<file path="config.mk">
export PLATFORM = sky130hd
export DESIGN_NAME = sct_timer
export DESIGN_NICKNAME = d
export VERILOG_FILES = /design/src/rtl/sct_edge_detect.v /design/src/rtl/sct_prescaler.v /design/src/rtl/sct_timer.v
export VERILOG_INCLUDE_DIRS = /design/src /design/src/rtl
export SDC_FILE = /design/constraint.sdc
export NUM_CORES = 1
export LEC_CHECK = 0
export ABC_AREA = 1
export BUFFER_PORTS_ARGS = -buffer_cell sky130_fd_sc_hd__buf_2
export CAP_MARGIN = 20
export CORE_UTILIZATION = 40
export CTS_BUF_LIST = sky130_fd_sc_hd__clkbuf_4 sky130_fd_sc_hd__clkbuf_8 sky130_fd_sc_hd__clkbuf_16
export CTS_CLUSTER_DIAMETER = 200
export CTS_CLUSTER_SIZE = 25
export DETAILED_ROUTE_END_ITERATION = 7
export PLACE_DENSITY = 0.65
export SLEW_MARGIN = 10
export SYNTH_ARGS = -nofsm -noshare
export SYNTH_HDL_FRONTEND = slang
export SYNTH_SLANG_ARGS = --single-unit
</file>
<file path="constraint.sdc">
create_clock -name clk_i -period 2.85 [get_ports clk_i]
set_input_delay 0.57 -clock clk_i [delete_from_list [all_inputs] [get_ports clk_i]]
set_output_delay 0.57 -clock clk_i [all_outputs]
set_load 0.02 [all_outputs]
</file>
<file path="src/rtl/sct_defines.vh">
`ifndef SCT_DEFINES_VH
`define SCT_DEFINES_VH

// Register byte offsets
`define SCT_OFF_CTRL      8'h00
`define SCT_OFF_SW_EVENT  8'h14
`define SCT_OFF_CH_MODE   8'h18
`define SCT_OFF_POL_EN    8'h20
`define SCT_OFF_COUNT     8'h24
`define SCT_OFF_DIVIDER   8'h28
`define SCT_OFF_WRAP      8'h2c
`define SCT_OFF_MATCH_CAP 8'h34
`define SCT_OFF_PROTECT   8'h44
`define SCT_OFF_IN_SEL    8'h50
`define SCT_OFF_WR_FILT   8'hfc

// Field positions
`define SCT_CTRL_RUN_BIT       0
`define SCT_SW_UPDATE_BIT      0
`define SCT_MODE_LSB           0
`define SCT_MODE_MSB           1
`define SCT_CMP_SHADOW_BIT     3
`define SCT_ENABLE_BIT         0
`define SCT_POLARITY_BIT       1
`define SCT_COMP_POLARITY_BIT  3
`define SCT_PROTECTION_LEVEL_LSB           8
`define SCT_PROTECTION_LEVEL_MSB           9
`define SCT_IN_SEL_LSB         0
`define SCT_IN_SEL_MSB         1
`define SCT_WR_FILT_BIT        1

// Field codes
`define SCT_MODE_OUTPUT  2'b00
`define SCT_MODE_INPUT   2'b01
`define SCT_SRC_PIN      2'b00
`define SCT_SRC_RTC      2'b01
`define SCT_SRC_XTAL32   2'b10
`define SCT_SRC_CKOUT    2'b11

// Reset values
`define SCT_RST_WORD  32'h00000000
`define SCT_RST_HALF  16'h0000

`endif

</file>
<file path="src/rtl/sct_edge_detect.v">
`timescale 1ns/10ps
`include "sct_defines.vh"

module sct_edge_detect (
	input wire clk_i,
	input wire rst_i,
	input wire sig_i,
	input wire polarity_i,
	input wire comp_polarity_i,
	output wire event_o
);
	reg prev_q;
	wire rise;
	wire fall;

	assign rise = sig_i & ~prev_q;
	assign fall = ~sig_i & prev_q;

	// Reserved code 10 never yields an event
	assign event_o = ({comp_polarity_i, polarity_i} == 2'b00) ? rise :
		({comp_polarity_i, polarity_i} == 2'b01) ? fall :
		({comp_polarity_i, polarity_i} == 2'b11) ? (rise | fall) : 1'b0;

	always @(posedge clk_i) begin
		if (rst_i) begin
			prev_q <= 1'b0;
		end else begin
			prev_q <= sig_i;
		end
	end
endmodule // sct_edge_detect

</file>
<file path="src/rtl/sct_prescaler.v">
`timescale 1ns/10ps
`include "sct_defines.vh"

module sct_prescaler #(
	parameter WIDTH = 16
) (
	input wire clk_i,
	input wire rst_i,
	input wire run_i,
	input wire div_wr_i,
	input wire [WIDTH-1:0] div_wdata_i,
	input wire update_i,
	input wire sw_clear_i,
	output wire [WIDTH-1:0] div_value_o,
	output wire tick_o
);
	reg [WIDTH-1:0] div_q;
	reg [WIDTH-1:0] shadow_q;
	reg [WIDTH-1:0] count_q;

	assign div_value_o = div_q;
	// One tick every shadow+1 kernel clocks
	assign tick_o = run_i & (count_q == shadow_q);

	always @(posedge clk_i) begin
		if (rst_i) begin
			div_q <= {WIDTH{1'b0}};
			shadow_q <= {WIDTH{1'b0}};
			count_q <= {WIDTH{1'b0}};
		end else begin
			if (div_wr_i) begin
				div_q <= div_wdata_i;
			end
			// A new divider only acts once copied at an update event
			if (update_i) begin
				shadow_q <= div_q;
			end
			if (sw_clear_i) begin
				count_q <= {WIDTH{1'b0}};
			end else if (tick_o) begin
				count_q <= {WIDTH{1'b0}};
			end else if (run_i) begin
				count_q <= count_q + {{(WIDTH-1){1'b0}}, 1'b1};
			end
		end
	end
endmodule // sct_prescaler

</file>
<file path="src/rtl/sct_timer.v">
// Chosen here: register access over Wishbone.
`timescale 1ns/10ps
`include "sct_defines.vh"

// What this block does
// - Complementary polarity bit 3 in output mode: 0 active high, 1 active low.
// - Polarity bits ignore writes while protection level is 11 or 10.
// - Polarity bit 1 in output mode: 0 high active, 1 low active.
// - Input edge pair: 00 rising, 01 falling, 10 reserved, 11 both edges.
// - Enable bit 0 turns the channel capture/compare function off or on.
// - Counter reads current count; software write replaces the running count.
// - Counter clock is kernel clock divided by divider value plus one.
// - New divider value acts only after copy to shadow at update event.
// - A 16-bit wrap limit sets where the counter wraps.
// - In input mode the channel value holds last capture and is read-only.
// - Output mode compare value; with shadow enabled it refreshes at update events.
// - Input source select: pin, RTC clock, crystal/32, selected clock output.
// - With write filter on, a channel value write equal to the held value is discarded.
// - Mode field 00 output, 01 input from the selected source signal, unfiltered, others reserved.
// - Software update request clears counter and prescaler internal count.

module sct_timer #(
	parameter CNT_W = 16
) (
	input wire clk_i,
	input wire rst_i,
	input wire wb_cyc_i,
	input wire wb_stb_i,
	input wire wb_we_i,
	input wire [7:0] wb_adr_i,
	input wire [3:0] wb_sel_i,
	input wire [31:0] wb_dat_i,
	output reg [31:0] wb_dat_o,
	output reg wb_ack_o,
	input wire ch0_pin_i,
	input wire rtc_clock_i,
	input wire high_speed_crystal_div32_i,
	input wire selected_clock_output_i,
	output reg ch0_o,
	output reg ch0n_o
);
	function hit;
		input [7:0] adr;
		input [7:0] off;
		begin
			hit = (adr[7:2] == off[7:2]);
		end
	endfunction

	reg run_q;
	reg [1:0] mode_q;
	reg cmp_shadow_en_q;
	reg channel_enable_q;
	reg channel_polarity_q;
	reg complementary_polarity_q;
	reg [1:0] protection_level_q;
	reg [CNT_W-1:0] count_value_q;
	reg [CNT_W-1:0] count_value_d;
	reg [CNT_W-1:0] wrap_limit_q;
	reg [CNT_W-1:0] match_capture_q;
	reg [CNT_W-1:0] cmp_active_q;
	reg [1:0] input_source_select_q;
	reg same_value_write_filter_q;
	reg [31:0] rdata;
	reg src_sig;

	wire access;
	wire wr;
	wire rd_unused;
	wire sw_update;
	wire tick;
	wire overflow;
	wire update;
	wire capture_event;
	wire is_input;
	wire is_output;
	wire pol_locked;
	wire cv_wr_ok;
	wire [CNT_W-1:0] div_value;
	wire [CNT_W-1:0] cmp_value;
	wire cmp_ref;
	wire wr_ctrl;
	wire wr_mode;
	wire wr_pol;
	wire wr_count;
	wire wr_div;
	wire wr_wrap;
	wire wr_cv;
	wire wr_protection_level;
	wire wr_in_sel;
	wire wr_filt;

	// Act on the edge at which ack rises; ack lasts one cycle
	assign access = wb_cyc_i & wb_stb_i & ~wb_ack_o;
	assign wr = access & wb_we_i;
	assign rd_unused = |wb_sel_i; // Byte lanes ignored: every access is a full word

	// One write strobe per register, shared by every process that stores it
	assign wr_ctrl = wr & hit(wb_adr_i, `SCT_OFF_CTRL);
	assign wr_mode = wr & hit(wb_adr_i, `SCT_OFF_CH_MODE);
	assign wr_pol = wr & hit(wb_adr_i, `SCT_OFF_POL_EN);
	assign wr_count = wr & hit(wb_adr_i, `SCT_OFF_COUNT);
	assign wr_div = wr & hit(wb_adr_i, `SCT_OFF_DIVIDER);
	assign wr_wrap = wr & hit(wb_adr_i, `SCT_OFF_WRAP);
	assign wr_cv = wr & hit(wb_adr_i, `SCT_OFF_MATCH_CAP);
	assign wr_protection_level = wr & hit(wb_adr_i, `SCT_OFF_PROTECT);
	assign wr_in_sel = wr & hit(wb_adr_i, `SCT_OFF_IN_SEL);
	assign wr_filt = wr & hit(wb_adr_i, `SCT_OFF_WR_FILT);

	// The update request is a strobe and never stored, so its register reads back zero
	assign sw_update = wr & hit(wb_adr_i, `SCT_OFF_SW_EVENT) & wb_dat_i[`SCT_SW_UPDATE_BIT];
	// Overflow is judged on a tick only, so a stopped counter never wraps
	assign overflow = tick & (count_value_q == wrap_limit_q);
	assign update = overflow | sw_update;
	assign is_input = (mode_q == `SCT_MODE_INPUT);
	assign is_output = (mode_q == `SCT_MODE_OUTPUT);
	assign pol_locked = protection_level_q[1]; // Levels 10 and 11 lock polarity

	// Filter drops a write that would not change the value
	assign cv_wr_ok = is_output &
		~(same_value_write_filter_q & (wb_dat_i[CNT_W-1:0] == match_capture_q));

	// Without shadow the preload acts at once; with it, only at update events
	assign cmp_value = cmp_shadow_en_q ? cmp_active_q : match_capture_q;
	assign cmp_ref = (count_value_q < cmp_value);

	// Sources are taken as synchronous to the kernel clock; there is no filter stage
	always @* begin
		case (input_source_select_q)
			`SCT_SRC_PIN: src_sig = ch0_pin_i;
			`SCT_SRC_RTC: src_sig = rtc_clock_i;
			`SCT_SRC_XTAL32: src_sig = high_speed_crystal_div32_i;
			`SCT_SRC_CKOUT: src_sig = selected_clock_output_i;
			default: src_sig = ch0_pin_i;
		endcase
	end

	// The divider preload reads back at once; only its shadow waits for an update event
	sct_prescaler #(
		.WIDTH(CNT_W)
	) u_prescaler (
		.clk_i(clk_i),
		.rst_i(rst_i),
		.run_i(run_q),
		.div_wr_i(wr_div),
		.div_wdata_i(wb_dat_i[CNT_W-1:0]),
		.update_i(update),
		.sw_clear_i(sw_update),
		.div_value_o(div_value),
		.tick_o(tick)
	);

	sct_edge_detect u_edge (
		.clk_i(clk_i),
		.rst_i(rst_i),
		.sig_i(src_sig),
		.polarity_i(channel_polarity_q),
		.comp_polarity_i(complementary_polarity_q),
		.event_o(capture_event)
	);

	// A software write to the count beats both the update clear and the tick
	always @* begin
		count_value_d = count_value_q;
		if (wr_count) begin
			count_value_d = wb_dat_i[CNT_W-1:0];
		end else if (sw_update) begin
			count_value_d = {CNT_W{1'b0}};
		end else if (overflow) begin
			count_value_d = {CNT_W{1'b0}};
		end else if (tick) begin
			count_value_d = count_value_q + {{(CNT_W-1){1'b0}}, 1'b1};
		end
	end

	// Reserved bits and unmapped offsets read as zero
	always @* begin
		rdata = 32'h00000000;
		if (hit(wb_adr_i, `SCT_OFF_CTRL)) begin
			rdata[`SCT_CTRL_RUN_BIT] = run_q;
		end else if (hit(wb_adr_i, `SCT_OFF_CH_MODE)) begin
			rdata[`SCT_MODE_MSB:`SCT_MODE_LSB] = mode_q;
			rdata[`SCT_CMP_SHADOW_BIT] = cmp_shadow_en_q;
		end else if (hit(wb_adr_i, `SCT_OFF_POL_EN)) begin
			rdata[`SCT_ENABLE_BIT] = channel_enable_q;
			rdata[`SCT_POLARITY_BIT] = channel_polarity_q;
			rdata[`SCT_COMP_POLARITY_BIT] = complementary_polarity_q;
		end else if (hit(wb_adr_i, `SCT_OFF_COUNT)) begin
			rdata[CNT_W-1:0] = count_value_q;
		end else if (hit(wb_adr_i, `SCT_OFF_DIVIDER)) begin
			rdata[CNT_W-1:0] = div_value;
		end else if (hit(wb_adr_i, `SCT_OFF_WRAP)) begin
			rdata[CNT_W-1:0] = wrap_limit_q;
		end else if (hit(wb_adr_i, `SCT_OFF_MATCH_CAP)) begin
			rdata[CNT_W-1:0] = match_capture_q;
		end else if (hit(wb_adr_i, `SCT_OFF_PROTECT)) begin
			rdata[`SCT_PROTECTION_LEVEL_MSB:`SCT_PROTECTION_LEVEL_LSB] = protection_level_q;
		end else if (hit(wb_adr_i, `SCT_OFF_IN_SEL)) begin
			rdata[`SCT_IN_SEL_MSB:`SCT_IN_SEL_LSB] = input_source_select_q;
		end else if (hit(wb_adr_i, `SCT_OFF_WR_FILT)) begin
			rdata[`SCT_WR_FILT_BIT] = same_value_write_filter_q;
		end
	end

	// Read data is latched only on reads, so it holds between accesses
	always @(posedge clk_i) begin
		if (rst_i) begin
			wb_ack_o <= 1'b0;
			wb_dat_o <= `SCT_RST_WORD;
		end else begin
			wb_ack_o <= access;
			if (access & ~wb_we_i) begin
				wb_dat_o <= rdata;
			end
		end
	end

	always @(posedge clk_i) begin
		if (rst_i) begin
			run_q <= 1'b0;
			mode_q <= `SCT_MODE_OUTPUT;
			cmp_shadow_en_q <= 1'b0;
			channel_enable_q <= 1'b0;
			channel_polarity_q <= 1'b0;
			complementary_polarity_q <= 1'b0;
			protection_level_q <= 2'b00;
			wrap_limit_q <= `SCT_RST_HALF;
			input_source_select_q <= `SCT_SRC_PIN;
			same_value_write_filter_q <= 1'b0;
		end else if (wr) begin
			if (wr_ctrl) begin
				run_q <= wb_dat_i[`SCT_CTRL_RUN_BIT];
			end
			if (wr_mode) begin
				// Mode may only change while the channel is off
				if (~channel_enable_q) begin
					mode_q <= wb_dat_i[`SCT_MODE_MSB:`SCT_MODE_LSB];
				end
				cmp_shadow_en_q <= wb_dat_i[`SCT_CMP_SHADOW_BIT];
			end
			if (wr_pol) begin
				channel_enable_q <= wb_dat_i[`SCT_ENABLE_BIT];
				if (~pol_locked) begin
					channel_polarity_q <= wb_dat_i[`SCT_POLARITY_BIT];
					complementary_polarity_q <= wb_dat_i[`SCT_COMP_POLARITY_BIT];
				end
			end
			if (wr_protection_level) begin
				protection_level_q <= wb_dat_i[`SCT_PROTECTION_LEVEL_MSB:`SCT_PROTECTION_LEVEL_LSB];
			end
			if (wr_wrap) begin
				wrap_limit_q <= wb_dat_i[CNT_W-1:0];
			end
			if (wr_in_sel) begin
				input_source_select_q <= wb_dat_i[`SCT_IN_SEL_MSB:`SCT_IN_SEL_LSB];
			end
			if (wr_filt) begin
				same_value_write_filter_q <= wb_dat_i[`SCT_WR_FILT_BIT];
			end
		end
	end

	always @(posedge clk_i) begin
		if (rst_i) begin
			count_value_q <= `SCT_RST_HALF;
		end else begin
			count_value_q <= count_value_d;
		end
	end

	// Capture and software write never meet: input mode makes the value read-only
	always @(posedge clk_i) begin
		if (rst_i) begin
			match_capture_q <= `SCT_RST_HALF;
			cmp_active_q <= `SCT_RST_HALF;
		end else begin
			if (is_input & channel_enable_q & capture_event) begin
				match_capture_q <= count_value_q;
			end else if (wr_cv & cv_wr_ok) begin
				match_capture_q <= wb_dat_i[CNT_W-1:0];
			end
			if (update) begin
				cmp_active_q <= match_capture_q;
			end
		end
	end

	// Outputs idle low while the channel is off or in input mode
	// The complementary output rests on the inverse of the compare result
	always @(posedge clk_i) begin
		if (rst_i) begin
			ch0_o <= 1'b0;
			ch0n_o <= 1'b0;
		end else if (is_output & channel_enable_q) begin
			ch0_o <= cmp_ref ^ channel_polarity_q;
			ch0n_o <= ~cmp_ref ^ complementary_polarity_q;
		end else begin
			ch0_o <= 1'b0;
			ch0n_o <= 1'b0;
		end
	end
endmodule // sct_timer

</file>
==> results summary <==
Entering global routing, the biggest net connects 65 pins. The number of optimization iterations in the first detailed-route pass came out at 5. The maximum clock frequency came out at 452 MHz. The worst hold path belongs to the class in2reg. The worst-case headroom to the max-slew limit came out at 0.618. The share of total power dissipated in combinational logic is 0.053. The total global-route track usage came out at 0.243.

Of the total synthesized cell area, the portion taken by full adders, half adders and majority gates is 0.0281. The data required time at the worst endpoint is 3.17 ns. Of all nets on the critical path, the largest fanout is 28. The Yosys step of the flow raised 0 warnings.

The largest delay contributor family on the critical path is simple AND/OR/NAND/NOR gates. The remaining global-route overflow came out at 0. The number of buffers on the longest clock path is 2. The number of input and output port buffers inserted came out at 49. The detailed router used layers up to and including met4. The number of failing setup endpoints in the final timing report came out at 0.

In the routed design, unresolved DRC markers number 0. The amount of wire on met2 after detailed routing is 11.8 mm. The worst setup path is launched from a flip-flop. The sequential share of the synthesized area came out at 0.341.

The run finished with clean final reports. The number of primary I/O pins is 88. The CTS tree is done. The width of the die is 147 um.

By area, the combinational part of the netlist is dominated by simple AND/OR/NAND/NOR gates. Summed over all nets, wire length on met3 after detailed routing comes to 1.71 mm. Detailed placement finished with a half-perimeter wire length of 19.2 mm. The slack of the worst reg-to-reg path is 0.64 ns. The number of slew-limit violations in the final report is 0. The count of flip-flops with a built-in enable after synthesis is 0. The finished cells cover 0.00954 mm2. The number of max-cap violations is 0. For this design, the slowest cell found on the critical path is sky130_fd_sc_hd__dfxtp_1.

The leading area contributor after synthesis is sky130_fd_sc_hd__dfxtp_1. The critical path is of the reg2reg type. The leading cell type in the layout, fill and taps excluded is sky130_fd_sc_hd__nand2_1. The share of Yosys cell area claimed by the top area cell type is 0.341. In this design, the stage delay of the slowest critical-path cell is 0.32 ns. The number of buffers and inverters on the critical path is 2. The final route contains 8468 vias. The count of buffers added by post-CTS timing repair for setup came out at 0. The total negative slack is 0 ns. Among all flip-flop cells after synthesis, the most frequent one is sky130_fd_sc_hd__dfxtp_1. The clock drives 144 sinks.

Clock latency on the worst-skew pair, taken at its later pin, is 0.43 ns. The number of hold buffers added after CTS came out at 0. The placement-stage cell area is 0.00893 mm2. By area the synthesized netlist is led by sky130_fd_sc_hd__dfxtp_1 (34%), sky130_fd_sc_hd__nand2_1 (12%), sky130_fd_sc_hd__o21ai_0 (8.8%). The critical path goes through inv_1 > buf_12 > nand2_1 > o21ai_0 > ha_1 > a21oi_1 > nor3_1 > a211oi_1 > nand2_1 > nand2_1 > nand2_1 > nand2_1 > a21oi_1. The number of buffers added by the clock tree synthesis step is 17. In this design, the critical path's most frequently occurring cell is sky130_fd_sc_hd__nand2_1. The share of the cycle needed by the critical path after routing is 0.775. The fraction of synthesis flops using an asynchronous set or reset pin came out at 0.

In the final layout, the share of cells above drive strength 1 is 0.0982. The number of antenna violations at the first check in global routing came out at 0. The cell area after technology mapping is 0.00845 mm2.

The final critical-path required period is 2.21 ns. 0 antenna diodes ended up in the layout. The sequential fraction of design power is 0.439. The net count of the finished layout is 1424. The clock skew after layout came out at 0.00799 ns.

The number of unique standard cell types used by synthesis came out at 42. The routed length per instance came out at 15.8 um. The area of the die came out at 0.0217 mm2.

The transition time at the pin with the least slew margin came out at 0.573 ns. The height of the die came out at 147 um. The arrival time reported for the critical path endpoint is 2.53 ns.

The clock network fraction of design power came out at 0.508. The net switching power of the design is 1.08 mW. Routability-driven placement finished with a final weighted congestion of 0.928. Synthesis inferred 144 register bits. The initial cell density of the core came out at 0.412.

The reported leakage power is 4.37 nW. The synthesized area divided by synthesized cell count came out at 6.43 um2. The fraction of the mapped netlist area in simple logic gates is 0.291. The switching portion of total power is 0.233.

The standard cell core area came out at 0.0205 mm2. The worst setup path is captured at a flip-flop. Setup repair after global routing left no endpoint under its margin. The number of standard cells after synthesis is 1314. The area growth from synthesis to layout is 12.9%. Leaving out fill and tap cells, the most frequent cells in the layout are sky130_fd_sc_hd__nand2_1 (260), sky130_fd_sc_hd__nor2_1 (197), sky130_fd_sc_hd__inv_1 (153). After detailed routing, the total wire length is 25.7 mm. The number of gates given a new drive strength after cts is 0. The power per cell area is 483 mW/mm2. After clock tree synthesis, the clock-pin slew on the worst setup and hold paths is 0.06 ns.

The synthesized-area fraction occupied by ao, oa, aoi and oai cells is 0.190. The final number of hold-violating endpoints came out at 0. The mux share of post-synthesis cell area came out at 0. The largest vdd supply drop is 0.381 mV. The DRC violation total after the first TritonRoute iteration came out at 605.

The via count of the first global-routing pass is 7664. The count of antenna-violating nets left after detailed routing is 0. The site row count came out at 52. In the routed layout, each cell is associated on average with a via count of 5.18. The H-tree was split into 4 levels.

The cell-internal power came out at 3.53 mW. Of the total synthesized cell area, the portion taken by XOR and XNOR cells is 0.0311. The first-pass GRT wire length came out at 40.9 mm. The library cell used as clock root buffer is sky130_fd_sc_hd__clkbuf_16.

The routed metal-1 wirelength is 11.2 mm.
## registers in the layout (all words and copies together), names as in the netlist, 2 cells and up
name                     cells
cmp_active_q                16
count_value_q               16
match_capture_q             16
u_prescaler.count_q         16
u_prescaler.div_value_o     16
u_prescaler.shadow_q        16
wb_dat_o                    16
wrap_limit_q                16
input_source_select_q        2
mode_q                       2
protection_level_q           2
## worst register-to-register path: stages (launching register included)
cell,delay [ns]
sky130_fd_sc_hd__dfxtp_1,0.32
sky130_fd_sc_hd__inv_1,0.19
sky130_fd_sc_hd__buf_12,0.20
sky130_fd_sc_hd__nand2_1,0.08
sky130_fd_sc_hd__o21ai_0,0.08
sky130_fd_sc_hd__ha_1,0.27
sky130_fd_sc_hd__a21oi_1,0.17
sky130_fd_sc_hd__nor3_1,0.06
sky130_fd_sc_hd__a211oi_1,0.17
sky130_fd_sc_hd__nand2_1,0.16
sky130_fd_sc_hd__nand2_1,0.19
sky130_fd_sc_hd__nand2_1,0.09
sky130_fd_sc_hd__nand2_1,0.07
sky130_fd_sc_hd__a21oi_1,0.06
## through the flow
step	instances	setup WS, ns	util	power [mW]	hold slack (ns)
after CTS	1634	0.641	0.465	4.64	0.443
after global placement	1603	0.408	0.436	2.31	0.454
after detailed placement	1603	0.386	0.436	2.31	0.455
after global routing	1634	0.459	0.465	4.75	0.444
after floorplan	1329	0.609	-	2.23	0.436
final	1634	0.640	0.465	4.61	0.448
## logic make-up after synthesis
| logic type | count (synthesis) |
|---|---|
| and+or+nand+nor | 581 |
| AOI/OAI and AO/OA | 306 |
| buffers and inverters | 233 |
| DFF | 144 |
| xor gates and xnor gates | 30 |
| adders and majority gates | 19 |
| other | 1 |
## power groups by stage
stage	logic (mW)	registers (mW)	clock network, mW
after floorplan	0.162	2.07	0
final	0.243	2.02	2.34
after global placement	0.238	2.07	0
after global routing	0.268	2.02	2.46
after CTS	0.240	2.02	2.38
after detailed placement	0.239	2.07	0
## path summary, 6_finish.rpt
check / startpoint / end / cells past startpoint
setup reg to reg: cmp_shadow_en_q$_SDFFE_PP0P_ / ch0n_o$_SDFF_PP0_ / 13
hold reg to reg: wb_dat_o[0]$_SDFFE_PP0P_ / wb_dat_o[0]$_SDFFE_PP0P_ / 2
hold / removal: wb_dat_i[7] / count_value_q[7]$_SDFFE_PP0P_ / 3
setup / recovery: cmp_shadow_en_q$_SDFFE_PP0P_ / ch0n_o$_SDFF_PP0_ / 13
## per-layer routing
metal	track usage	vias to the layer above
met5	0	-
met4	0.114	0
met3	0.0478	57
met2	0.389	301
met1	0.313	3816
li1	-	4294
## synth_stat cells (2+ instances only)
| master | count |
|---|---|
| sky130_fd_sc_hd__a21oi_1 | 120 |
| sky130_fd_sc_hd__a311oi_1 | 2 |
| sky130_fd_sc_hd__a31oi_1 | 7 |
| sky130_fd_sc_hd__buf_2 | 18 |
| sky130_fd_sc_hd__buf_4 | 18 |
| sky130_fd_sc_hd__buf_6 | 4 |
| sky130_fd_sc_hd__clkbuf_1 | 28 |
| sky130_fd_sc_hd__clkbuf_2 | 3 |
| sky130_fd_sc_hd__clkinv_1 | 2 |
| sky130_fd_sc_hd__dfxtp_1 | 144 |
| sky130_fd_sc_hd__ha_1 | 19 |
| sky130_fd_sc_hd__inv_1 | 153 |
| sky130_fd_sc_hd__inv_2 | 5 |
| sky130_fd_sc_hd__nand2_1 | 260 |
| sky130_fd_sc_hd__nand3_1 | 60 |
| sky130_fd_sc_hd__nand3_2 | 2 |
| sky130_fd_sc_hd__nand4_1 | 22 |
| sky130_fd_sc_hd__nor2_1 | 197 |
| sky130_fd_sc_hd__nor2_2 | 3 |
| sky130_fd_sc_hd__nor2_4 | 4 |
| sky130_fd_sc_hd__nor3_1 | 18 |
| sky130_fd_sc_hd__nor3_2 | 3 |
| sky130_fd_sc_hd__nor4_1 | 3 |
| sky130_fd_sc_hd__o211ai_1 | 7 |
| sky130_fd_sc_hd__o21ai_0 | 149 |
| sky130_fd_sc_hd__o21ai_1 | 8 |
| sky130_fd_sc_hd__o221ai_1 | 3 |
| sky130_fd_sc_hd__o22ai_1 | 7 |
| sky130_fd_sc_hd__or2_2 | 4 |
| sky130_fd_sc_hd__xnor2_1 | 9 |
| sky130_fd_sc_hd__xor2_1 | 21 |
## area by class of cell
cell class,count,area (um2)
fillers,2121,11000
multi-input cells,952,4630
flip-flops and latches,144,2880
inverters,161,606
clock buffers,21,474
repair buffers,76,473
well taps,270,338
clock inverters,10,135
Power figures use the tool's default switching activity.
